**src/verilog/lcgs_pkg.sv**
```systemverilog
`default_nettype none
package lcgs_pkg;
  // Register word geometry
  localparam int unsigned ADDR_W = 4;
  localparam int unsigned DATA_W = 8;
  localparam int unsigned NUM_GATES = 4;
  localparam int unsigned NUM_INPUTS = 4;
  localparam int unsigned SRC_W = 5;
  localparam int unsigned NUM_SRC = 32;
  localparam int unsigned NUM_CELLS = 4;

  // Register offsets
  localparam logic [3:0] OFF_GATE1_SEL = 4'h0;
  localparam logic [3:0] OFF_GATE2_SEL = 4'h1;
  localparam logic [3:0] OFF_GATE3_SEL = 4'h2;
  localparam logic [3:0] OFF_GATE4_SEL = 4'h3;
  localparam logic [3:0] OFF_POLARITY = 4'h4;
  localparam logic [3:0] OFF_SRC1 = 4'h5;
  localparam logic [3:0] OFF_SRC2 = 4'h6;
  localparam logic [3:0] OFF_SRC3 = 4'h7;
  localparam logic [3:0] OFF_SRC4 = 4'h8;
  localparam logic [3:0] OFF_MIRROR = 4'h9;

  // Field positions
  localparam int unsigned POL_CELL_BIT = 7;
  localparam int unsigned POL_GATE_MSB = 3;
  localparam int unsigned MIRROR_MSB = 3;

  // Reset values
  localparam logic [7:0] GATE_SEL_RST = 8'h00;
  localparam logic [3:0] GATE_POL_RST = 4'h0;
  localparam logic CELL_POL_RST = 1'b0;
  localparam logic [4:0] SRC_SEL_RST = 5'h00;
  localparam logic [3:0] MIRROR_RST = 4'h0;
  localparam logic [7:0] RDATA_RST = 8'h00;
  localparam logic [31:0] SRC_SYNC_RST = 32'h00000000;

  // Software request as seen by the slave
  typedef struct packed {
    logic [3:0] addr;
    logic [7:0] wdata;
    logic we;
    logic re;
  } lcgs_req_s;

  // Whole state of the gate-select block
  typedef struct packed {
    logic [31:0] sync1;
    logic [31:0] sync2;
    logic [31:0] sync3;
    logic [31:0] src_clean;
    logic [3:0][7:0] gate_sel;
    logic [3:0] gate_pol;
    logic cell_pol;
    logic [3:0][4:0] src_sel;
    logic [3:0] mirror;
    logic [3:0] gate_out;
    logic [7:0] rdata;
  } lcgs_state_s;
endpackage : lcgs_pkg
`default_nettype wire

```
**src/verilog/lcgs_gate_select.sv**
```systemverilog
// Overview of operation
// - Gate two ORs in the true and inverted forms of data inputs 4..1 as its select bits 7..0 say, set includes.
// - Gate three uses the same pairing, odd bits true forms and even bits inverted forms, each active while set.
// - Gate four uses the same pairing, bit 7 true input 4 down to bit 0 inverted input 1, clear removes.
// - Gate select registers are read/write, undefined at power-on and kept through every other reset.
// - The mirror register shows the outputs of cells 4..1 in bits 3..0, read-only, reset to zero.
// - Bits 7..4 of the mirror register always read as zero.
// - Gate one has its own 8-bit select register with the same bit order as the others.
// - Each gate output may be inverted by its own polarity bit, and passes unchanged while the bit is clear.
// - Each data input is picked by its own 5-bit source field and feeds the gates in true and inverted form.
// - The mirrored status is the cell output after the final output inversion.
//
// Our own choices: the address-and-strobe port and the address map.
`timescale 1ns/1ps
`default_nettype none
// Register map, one byte per offset
//   0x0 gate one select
//   0x1 gate two select
//   0x2 gate three select
//   0x3 gate four select
//   0x4 polarity: bit 7 cell output invert, bits 3..0 gate four..one invert
//   0x5..0x8 source fields of data inputs one..four, bits 4..0
//   0x9 cell output mirror, bits 3..0, read-only
//   0xa..0xf unmapped: writes dropped, reads answer zero
// Select byte layout, the same for all four gates
//   bit 7 input 4 true, bit 6 input 4 inverted
//   bit 5 input 3 true, bit 4 input 3 inverted
//   bit 3 input 2 true, bit 2 input 2 inverted
//   bit 1 input 1 true, bit 0 input 1 inverted
// Timing seen from the bus
//   A write lands on its strobe edge; gate outputs follow one edge later
//   Read data stand for one cycle after the strobe edge and are zero otherwise
//   A source pin change reaches the gate outputs five edges later
//   A source pulse of one cycle never passes the agreement filter
// Resets and clock enable
//   The power-on reset acts even while the clock enable is low
//   Power-on leaves every select at zero, standing in for an unknown value
//   Other resets need the enable and clear the mirror, the cell invert bit and the read data
//   Selections, gate polarity and source fields survive other resets
//   With the enable low nothing moves, bus strobes included
//   Trade-off: three flops, the filter and the gate output register cost five cycles of latency on every source
module lcgs_gate_select (
  input wire logic sys_clk_i,
  input wire logic rst_i,
  input wire logic soft_rst_i,
  input wire logic ce_i,
  input wire logic [3:0] reg_addr_i,
  input wire logic [7:0] reg_wdata_i,
  input wire logic reg_we_i,
  input wire logic reg_re_i,
  output logic [7:0] reg_rdata_o,
  input wire logic [31:0] src_i,
  input wire logic [3:0] cell_status_i,
  output logic [3:0] gate_o,
  output logic cell_output_invert_o
);

  lcgs_pkg::lcgs_state_s state_r;
  lcgs_pkg::lcgs_state_s state_nxt;
  lcgs_pkg::lcgs_req_s req;

  // Bundle the plain bus port for the decode below
  // One assignment drives the whole struct, field order as declared
  assign req = {reg_addr_i, reg_wdata_i, reg_we_i, reg_re_i};

  // Write strobes, one per register
  // The mirror and the unmapped offsets get none, so writes there are dropped
  logic wr_gate_one;
  logic wr_gate_two;
  logic wr_gate_three;
  logic wr_gate_four;
  logic wr_polarity;
  logic wr_src_one;
  logic wr_src_two;
  logic wr_src_three;
  logic wr_src_four;

  // write decode
  // Qualified by the write enable and the address only; the clock enable gates the registers themselves
  always_comb begin
    wr_gate_one = req.we && (req.addr == lcgs_pkg::OFF_GATE1_SEL);
    wr_gate_two = req.we && (req.addr == lcgs_pkg::OFF_GATE2_SEL);
    wr_gate_three = req.we && (req.addr == lcgs_pkg::OFF_GATE3_SEL);
    wr_gate_four = req.we && (req.addr == lcgs_pkg::OFF_GATE4_SEL);
    wr_polarity = req.we && (req.addr == lcgs_pkg::OFF_POLARITY);
    wr_src_one = req.we && (req.addr == lcgs_pkg::OFF_SRC1);
    wr_src_two = req.we && (req.addr == lcgs_pkg::OFF_SRC2);
    wr_src_three = req.we && (req.addr == lcgs_pkg::OFF_SRC3);
    wr_src_four = req.we && (req.addr == lcgs_pkg::OFF_SRC4);
  end

  // Gate sources and read mux, all from the registered state
  logic [3:0] data_in;
  logic [7:0] cand;
  logic gate_one_hit;
  logic gate_two_hit;
  logic gate_three_hit;
  logic gate_four_hit;
  logic [3:0] gate_raw;
  logic [7:0] read_val;

  // source field mux
  // Each data input picks one cleaned source; the field covers all 32 candidates
  always_comb begin
    for (int i = 0; i < lcgs_pkg::NUM_INPUTS; i++) begin
      data_in[i] = state_r.src_clean[state_r.src_sel[i]];
    end
  end

  // pairing order
  // True form on the odd bit, inverted form on the even bit of each pair
  // All four gates see the same eight candidates; only their select bytes differ
  always_comb begin
    cand[7] = data_in[3]; // Input 4 true
    cand[6] = ~data_in[3]; // Input 4 inverted
    cand[5] = data_in[2]; // Input 3 true
    cand[4] = ~data_in[2]; // Input 3 inverted
    cand[3] = data_in[1]; // Input 2 true
    cand[2] = ~data_in[1]; // Input 2 inverted
    cand[1] = data_in[0]; // Input 1 true
    cand[0] = ~data_in[0]; // Input 1 inverted
  end

  // gate one
  // Masked OR of the candidates under the gate one select byte
  lcgs_gate_or #(
    .CAND_W(lcgs_pkg::DATA_W)
  ) lcgs_gate_or_one_i (
    .cand_i(cand),
    .sel_i(state_r.gate_sel[0]),
    .hit_o(gate_one_hit)
  );

  // gate two
  // Masked OR of the candidates under the gate two select byte
  lcgs_gate_or #(
    .CAND_W(lcgs_pkg::DATA_W)
  ) lcgs_gate_or_two_i (
    .cand_i(cand),
    .sel_i(state_r.gate_sel[1]),
    .hit_o(gate_two_hit)
  );

  // gate three
  // Masked OR of the candidates under the gate three select byte
  lcgs_gate_or #(
    .CAND_W(lcgs_pkg::DATA_W)
  ) lcgs_gate_or_three_i (
    .cand_i(cand),
    .sel_i(state_r.gate_sel[2]),
    .hit_o(gate_three_hit)
  );

  // gate four
  // Masked OR of the candidates under the gate four select byte
  lcgs_gate_or #(
    .CAND_W(lcgs_pkg::DATA_W)
  ) lcgs_gate_or_four_i (
    .cand_i(cand),
    .sel_i(state_r.gate_sel[3]),
    .hit_o(gate_four_hit)
  );

  // gate results
  // Gate one lands in bit 0 so the polarity bits line up one to one
  always_comb begin
    gate_raw = {gate_four_hit, gate_three_hit, gate_two_hit, gate_one_hit};
  end

  // Read mux; unmapped offsets answer zero
  always_comb begin
    read_val = lcgs_pkg::RDATA_RST;
    unique case (req.addr)
      lcgs_pkg::OFF_GATE1_SEL: read_val = state_r.gate_sel[0];
      lcgs_pkg::OFF_GATE2_SEL: read_val = state_r.gate_sel[1];
      lcgs_pkg::OFF_GATE3_SEL: read_val = state_r.gate_sel[2];
      lcgs_pkg::OFF_GATE4_SEL: read_val = state_r.gate_sel[3];
      lcgs_pkg::OFF_POLARITY: begin
        read_val[lcgs_pkg::POL_CELL_BIT] = state_r.cell_pol;
        read_val[lcgs_pkg::POL_GATE_MSB:0] = state_r.gate_pol;
      end
      lcgs_pkg::OFF_SRC1: read_val[lcgs_pkg::SRC_W-1:0] = state_r.src_sel[0];
      lcgs_pkg::OFF_SRC2: read_val[lcgs_pkg::SRC_W-1:0] = state_r.src_sel[1];
      lcgs_pkg::OFF_SRC3: read_val[lcgs_pkg::SRC_W-1:0] = state_r.src_sel[2];
      lcgs_pkg::OFF_SRC4: read_val[lcgs_pkg::SRC_W-1:0] = state_r.src_sel[3];
      lcgs_pkg::OFF_MIRROR: read_val[lcgs_pkg::MIRROR_MSB:0] = state_r.mirror;
      default: read_val = lcgs_pkg::RDATA_RST;
    endcase
  end

  // Next-state logic for the whole block
  always_comb begin
    state_nxt = state_r;

    // Three-stage pin synchroniser; stage one feeds stage two only
    state_nxt.sync1 = src_i;
    state_nxt.sync2 = state_r.sync1;
    state_nxt.sync3 = state_r.sync2;
    // A source changes only once stages two and three agree, which filters single-cycle glitches
    for (int s = 0; s < lcgs_pkg::NUM_SRC; s++) begin
      if (state_r.sync2[s] == state_r.sync3[s]) begin
        state_nxt.src_clean[s] = state_r.sync3[s];
      end
    end

    // per-gate output inversion
    // Registered so the function stage sees a clean level
    state_nxt.gate_out = gate_raw ^ state_r.gate_pol;

    // live mirror of cell outputs
    // Cells present their status already after their final inversion
    state_nxt.mirror = cell_status_i;

    // software writes to the select registers
    // The mirror offset has no strobe, so it takes no write at all
    // gate one..four select
    if (wr_gate_one) begin
      state_nxt.gate_sel[0] = req.wdata;
    end
    if (wr_gate_two) begin
      state_nxt.gate_sel[1] = req.wdata;
    end
    if (wr_gate_three) begin
      state_nxt.gate_sel[2] = req.wdata;
    end
    if (wr_gate_four) begin
      state_nxt.gate_sel[3] = req.wdata;
    end
    // polarity byte
    // Bits 6..4 are not stored and read back as zero
    if (wr_polarity) begin
      state_nxt.cell_pol = req.wdata[lcgs_pkg::POL_CELL_BIT];
      state_nxt.gate_pol = req.wdata[lcgs_pkg::POL_GATE_MSB:0];
    end
    // source fields
    // Bits 7..5 of each field byte are not stored
    if (wr_src_one) begin
      state_nxt.src_sel[0] = req.wdata[lcgs_pkg::SRC_W-1:0];
    end
    if (wr_src_two) begin
      state_nxt.src_sel[1] = req.wdata[lcgs_pkg::SRC_W-1:0];
    end
    if (wr_src_three) begin
      state_nxt.src_sel[2] = req.wdata[lcgs_pkg::SRC_W-1:0];
    end
    if (wr_src_four) begin
      state_nxt.src_sel[3] = req.wdata[lcgs_pkg::SRC_W-1:0];
    end

    // Read data stands only in the cycle after the strobe
    state_nxt.rdata = req.re ? read_val : lcgs_pkg::RDATA_RST;

    // Other resets clear the mirror and cell inversion but keep all selections
    if (soft_rst_i) begin
      state_nxt.mirror = lcgs_pkg::MIRROR_RST;
      state_nxt.cell_pol = lcgs_pkg::CELL_POL_RST;
      state_nxt.rdata = lcgs_pkg::RDATA_RST;
    end
  end

  // power-on reset gives every field a defined value
  // Hardware cannot hold an unknown, so zero stands in for it
  always_ff @(posedge sys_clk_i) begin
    if (rst_i) begin
      state_r.sync1 <= lcgs_pkg::SRC_SYNC_RST;
      state_r.sync2 <= lcgs_pkg::SRC_SYNC_RST;
      state_r.sync3 <= lcgs_pkg::SRC_SYNC_RST;
      state_r.src_clean <= lcgs_pkg::SRC_SYNC_RST;
      state_r.gate_sel <= {lcgs_pkg::NUM_GATES{lcgs_pkg::GATE_SEL_RST}};
      state_r.gate_pol <= lcgs_pkg::GATE_POL_RST;
      state_r.cell_pol <= lcgs_pkg::CELL_POL_RST;
      state_r.src_sel <= {lcgs_pkg::NUM_INPUTS{lcgs_pkg::SRC_SEL_RST}};
      state_r.mirror <= lcgs_pkg::MIRROR_RST;
      state_r.gate_out <= lcgs_pkg::GATE_POL_RST;
      state_r.rdata <= lcgs_pkg::RDATA_RST;
    end else if (ce_i) begin
      state_r <= state_nxt;
    end
  end

  // Outputs straight from flip-flops
  assign reg_rdata_o = state_r.rdata;
  assign gate_o = state_r.gate_out;
  assign cell_output_invert_o = state_r.cell_pol;

endmodule : lcgs_gate_select

// One selectable gate of the cell
// Kept as its own module so all four gates are the same netlist
module lcgs_gate_or #(
  parameter int unsigned CAND_W = lcgs_pkg::DATA_W
) (
  input wire logic [CAND_W-1:0] cand_i,
  input wire logic [CAND_W-1:0] sel_i,
  output logic hit_o
);

  // masked OR
  // An empty selection masks every candidate, so the gate rests at zero
  assign hit_o = |(cand_i & sel_i);

endmodule : lcgs_gate_or
`default_nettype wire

```
**config.mk**
```make
export PLATFORM = sky130hd
export DESIGN_NAME = lcgs_gate_select
export DESIGN_NICKNAME = d
export VERILOG_FILES = /design/src/verilog/lcgs_pkg.sv /design/src/verilog/lcgs_gate_select.sv
export SDC_FILE = /design/constraint.sdc
export NUM_CORES = 1
export LEC_CHECK = 0
export BUFFER_PORTS_ARGS = -buffer_cell sky130_fd_sc_hd__clkbuf_2
export CORE_AREA = 2 2 128 130
export CTS_CLUSTER_DIAMETER = 30
export DETAILED_ROUTE_END_ITERATION = 10
export DIE_AREA = 0 0 130 132
export HOLD_SLACK_MARGIN = 0.03
export PLACE_DENSITY = 0.78
export SLEW_MARGIN = 30
export SYNTH_ARGS = -nofsm -noshare
export SYNTH_HDL_FRONTEND = slang
export SYNTH_SLANG_ARGS = --single-unit
```
**constraint.sdc**
```tcl
create_clock -name sys_clk_i -period 2.8 [get_ports sys_clk_i]
set_clock_uncertainty 0.15 [all_clocks]
set_input_delay 0.56 -clock sys_clk_i [delete_from_list [all_inputs] [get_ports sys_clk_i]]
set_output_delay 0.56 -clock sys_clk_i [all_outputs]
set_load 0.03 [all_outputs]
```
**Yosys cells after proc, flatten, opt, wreduce, memory -nomap -nowiden**

Index checks and enable logic that the tools add are counted.

- Word-level logic and storage cells: 176
- Register bits after elaboration: 201

- Eq/ne operators: 41
- Multiplexer cells: 17
- $lt $le $gt $ge: 4
- Reduce and logical (&&, ||, !) cells: 57
- Bitwise gates (word level): 9

Operators by type and width:

| cell | count |
|---|---|
| $reduce_and 2->1 | 42 |
| $pmux 4 s10 | 1 |
| $and 8x8->8 | 4 |
| $eq 1x1->1 | 32 |
| $reduce_or 8->1 | 4 |
| $lt 5x6->1 const B | 4 |
| $bmux 1 s5 | 4 |
| $eq 4x3->1 const B | 4 |
| $mux 8 | 2 |
| $logic_and 1x1->1 | 9 |
| $eq 4x2->1 const B | 2 |
| $eq 4x4->1 const B | 2 |
| $pmux 1 s8 | 1 |
| $pmux 2 s4 | 1 |
| $mux 1 | 6 |
| $pmux 1 s5 | 1 |
| $eq 4x1->1 const B | 1 |
| $logic_not 4->1 | 1 |
| $mux 4 | 1 |
| $not 1->1 | 4 |
| $xor 4x4->4 | 1 |
| $reduce_bool 2->1 | 1 |

**Depth between registers and ports, before layout**

- Word-level depth: 6
- Gate-level depth with buffers: 9
- Depth with buffers taken out: 7

**By module**

A second synthesis with hierarchy kept.

- Cells, all modules: 1003
- Area total of the unflattened synthesis: 9321.4 µm²

By module, submodules not included:

| module | area each (µm²) | instances | cells each |
|---|---|---|---|
| lcgs_gate_select | 9176.3 | 1 | 983 |
| lcgs_gate_or | 36.3 | 4 | 5 |

**Worst setup path after synthesis**

OpenSTA, ideal clock, no wires.

- Kind: input to register
- From: in reg_addr_i[0]
- To: reg state_r[47] (netlist name)
- Arrival: 2133 ps
- Required time: 2518 ps
- Setup time: 132 ps
- Buffers on the path: 2
- Stages: 8
- Setup slack: 385 ps
- Cells stage by stage: clkbuf_1 clkbuf_1 nor2_1 nand2_1 nor2_1 nand2_1 nand2_1 a21oi_1

- Cells in the longest elaborated chain, start to end: 3

Ends and longest elaborated chain:

| what | RTL line | RTL |
|---|---|---|
| start, declared | lcgs_gate_select.sv:47 | `input wire logic [3:0] reg_addr_i,` |
| $logic_not 4->1 | lcgs_gate_select.sv:81 | `wr_gate_one = req.we && (req.addr == lcgs_pkg::OFF_GATE1_SEL);` |
| $logic_and 1x1->1 | lcgs_gate_select.sv:81 |  |
| $reduce_and 2->1 (no source line) | - |  |
| end signal, assigned | lcgs_gate_select.sv:277 | `state_r <= state_nxt;` |
| end, declared | lcgs_gate_select.sv:58 | `lcgs_pkg::lcgs_state_s state_r;` |

Every way passes these cells.
A chain may end at the register's enable or synchronous reset.

**Final worst setup path**

- From: reg state_r[18] (netlist name)
- To: reg state_r, in the netlist gate_o[3]

- Cells in the longest elaborated chain, start to end: 6

Ends and longest elaborated chain:

| what | RTL line | RTL |
|---|---|---|
| $bmux 1 s5 (*) | lcgs_gate_select.sv:106 | `data_in[i] = state_r.src_clean[state_r.src_sel[i]];` |
| $mux 1 (not written as such) (*) | lcgs_gate_select.sv:106 |  |
| $not 1->1 | lcgs_gate_select.sv:121 | `cand[0] = ~data_in[0];` |
| $and 8x8->8 (*) | lcgs_gate_select.sv:300 | `assign hit_o = \|(cand_i & sel_i);` |
| $reduce_or 8->1 (*) | lcgs_gate_select.sv:300 |  |
| $xor 4x4->4 (*) | lcgs_gate_select.sv:208 | `state_nxt.gate_out = gate_raw ^ state_r.gate_pol;` |

Every way passes the cells marked *; elsewhere a longest branch is shown, timed or not. The select of a mux whose other input is x is not followed.

==> impl_metrics.env <==
export IMPL_place_ws_ps=71.68
export IMPL_max_freq_ghz=0.3762
export IMPL_timing_hold_ws_ps=131.7
export IMPL_grt_max_degree=96
export IMPL_grt_pass1_vias=7594
export IMPL_crit_family="multiplexers"
export IMPL_dieArea_mm2=0.01716
export IMPL_p_total_mw=8.438
export IMPL_syn_area_mm2=0.009356
export IMPL_first_pass_iters=5
export IMPL_stdcell_area_mm2=0.01133
export IMPL_yosys_area_top_type="dfxtp_1"
export IMPL_drive_gt1_frac=0.2022
export IMPL_drt_wirelength_per_cell_um=18.47
export IMPL_run_status="complete, no violations"
export IMPL_dominantRegCellSynth="dfxtp_1"
export IMPL_clock_root_buffer="clkbuf_16"
export IMPL_yosys_area_top_type_share=0.4301
export IMPL_htreeDepth=2
export IMPL_seq_area_frac_synth=0.4301
export IMPL_crit_chain="mux4_1 -> mux2_2 -> nand3b_1 -> nand4_4 -> mux2i_1 -> nand4_1 -> o311ai_2"
export IMPL_r2r_end="gate_o[3]"
export IMPL_ys_ff_latch=201
export IMPL_ff2ff_setup_slack_ps=140
export IMPL_worstSkewPairLatency_ps=510
export IMPL_num_vias=7776
export IMPL_io_buffers=66
export IMPL_grt_pass1_wl_um=38670
export IMPL_viasPerCell=6.009
export IMPL_tightest_slew_ps=611.1
export IMPL_max_stage_delay_ps=590
export IMPL_critical_path_max_fanout=7
export IMPL_worstSetupStartpointType="register"
export IMPL_cp_arrival_ps=2920
export IMPL_drv_cap=0
export IMPL_crit_end="gate_o[3]"
export IMPL_start_util=0.5955
export IMPL_pwr_density_cell_mw_per_mm2=744.8
export IMPL_leakagePower_nw=4.679
export IMPL_vdd_drop_max_mv=0.6848
export IMPL_grt_use_total=0.2815
export IMPL_avgSynthCellArea_um2=9.451
export IMPL_rows=46
export IMPL_fin_tns_setup_ps=0
export IMPL_hold_path_class="input pin to register"
export IMPL_critPathBufInv=0
export IMPL_core_mm2=0.01571
export IMPL_slew_headroom=0.5926
export IMPL_dieWidth_um=130
export IMPL_fin_crit_sh=0.9495
export IMPL_cts_tree="built"
export IMPL_syn_to_final_growth_pct=21.08
export IMPL_nets=1101
export IMPL_finalCriticalPeriod_ps=2659
export IMPL_report_final_hold_viol_count=0
export IMPL_cts_buffer_depth=3
export IMPL_timing_critical_path_from="state_r[18]"
export IMPL_ctsHoldBuffers=0
export IMPL_worstSetupEndpointType="register"
export IMPL_drt_iter0_markers=632
export IMPL_worstRegToRegCells=7
export IMPL_slew_viol_final=0
export IMPL_finalWeightedCongestion=0.9145
export IMPL_cts_sinks=201
export IMPL_crit_required_ps=3060
export IMPL_critical_path_depth=7
export IMPL_critical_path_class="register to register"
export IMPL_syn_inst=990
export IMPL_syn_num_nets=1044
export IMPL_dpl_hpwl_um=15390
export IMPL_cts_buffers=39
export IMPL_grt_overflow=0
export IMPL_ys_warnings_count=0
export IMPL_cp_slowest_cell="mux4_1"
export IMPL_timing_rr_start="state_r[18]"
export IMPL_antenna_cells=0
export IMPL_synth_edf_count=0
export IMPL_final_antenna_net_count=0
export IMPL_drc=0
export IMPL_fin_ws_ps=141.5
export IMPL_final_cells=1294
export IMPL_dieHeight_um=132
export IMPL_post_route_util=0.7210
export IMPL_placed_cells=1221
export IMPL_dpl_cell_area_mm2=0.009831
export IMPL_synth_cell_types=54
export IMPL_finalSetupViolCount=0
export IMPL_synthTopCellsByArea="dfxtp_1 (43%), mux2i_1 (16%), nor2_1 (6.9%)"
export IMPL_totalWireLength_um=23910
export IMPL_async_reset_ff_frac=0
export IMPL_antenna_found_initial=0
export IMPL_io_pins=67
export IMPL_path_clk_slew_ps=50
==> logic make-up (layout without fill, tap and decap cells) <==
| family | after synthesis | in the layout | synth area share |
|---|---|---|---|
| simple gates | 310 | 310 | 0.1583 |
| flops | 201 | 201 | 0.4301 |
| mux | 186 | 186 | 0.2410 |
| compound gates | 201 | 201 | 0.1230 |
| buf+inv | 92 | 180 | 0.04760 |
==> state kept, by name (all words and copies together) (netlist names) <==
register / count
cell_output_invert_o: 1
gate_o: 4
reg_rdata_o: 8
state_nxt: 64
state_r: 124
==> worst register-to-register path, stage by stage, from the launching register on <==
cell      delay (ps)
dfxtp_1          520
mux4_1           590
mux2_2           280
nand3b_1         140
nand4_4          170
mux2i_1          280
nand4_1          160
o311ai_2         290
==> final cells by class <==
type / instances / area (µm²)
Tap cell: 216 / 270.3
Clock inverter: 23 / 369.1
Multi-Input combinational cell: 697 / 4902
Fill cell: 1161 / 4384
Timing Repair Buffer: 102 / 634.4
Inverter: 6 / 22.52
Clock buffer: 49 / 1095
Sequential cell: 201 / 4035
==> synth_stat cells (all sizes together), types with 12 or more instances <==
cell / instances
nor2b: 12
buf: 25
nand3: 21
dfxtp: 201
a22oi: 14
o21ai: 66
mux2i: 148
clkbuf: 61
and2: 31
nand2: 30
mux4: 29
nor2: 173
a21oi: 83
==> report_power, final <==
| part | switching (mW) | internal [mW] | total, mW | leakage, nW |
|---|---|---|---|---|
| sequential | 0.0427 | 2.93 | 2.97 | 1.63 |
| combinational | 0.227 | 0.140 | 0.367 | 2.34 |
| clock | 1.51 | 3.59 | 5.10 | 0.710 |
| total | 1.78 | 6.66 | 8.44 | 4.68 |
==> layout by cell type (no fill, tap or decap), types with 5 or more instances in the layout <==
master,instances
o21ai_0,65
nand3_1,21
nand2_1,30
clkbuf_8,6
mux4_1,5
nor2b_1,12
mux2_2,5
dfxtp_1,196
nand2b_1,5
nor3_1,6
mux2i_1,146
a31oi_1,10
a22oi_1,14
nor2_1,173
nand4_1,6
a21oi_1,83
clkbuf_2,64
mux4_2,24
and2_1,31
buf_4,35
clkinv_2,7
clkbuf_16,40
bufinv_16,9
==> repair_timing <==
| action | in CTS | in global routing |
|---|---|---|
| setup endpoints to repair | 1 | 4 |
| cloned | 0 | 0 |
| resized for setup | 2 | 8 |
| buffers inserted | 0 | 1 |
| pin swaps | 0 | 1 |
==> metal layers <==
metal,GRT usage,share of wire
met1,0.3520,0.41
met2,0.4523,0.47
met5,0,0
met3,0.06615,0.074
met4,0.1434,0.044
==> how the worst min path moves through the flow <==
stage | startpoint | to | slack [ps] | cells past startpoint
after floorplan | state_r[136] | state_r[104] | 290 | 2
after global placement | state_r[136] | state_r[104] | 300 | 2
after detailed placement | state_r[136] | state_r[104] | 300 | 2
after CTS | src_i[7] | state_nxt[144] | 120 | 3
after global routing | src_i[25] | state_nxt[162] | 130 | 3
final | src_i[27] | state_nxt[164] | 130 | 3
Power figures use the tool's default switching activity.
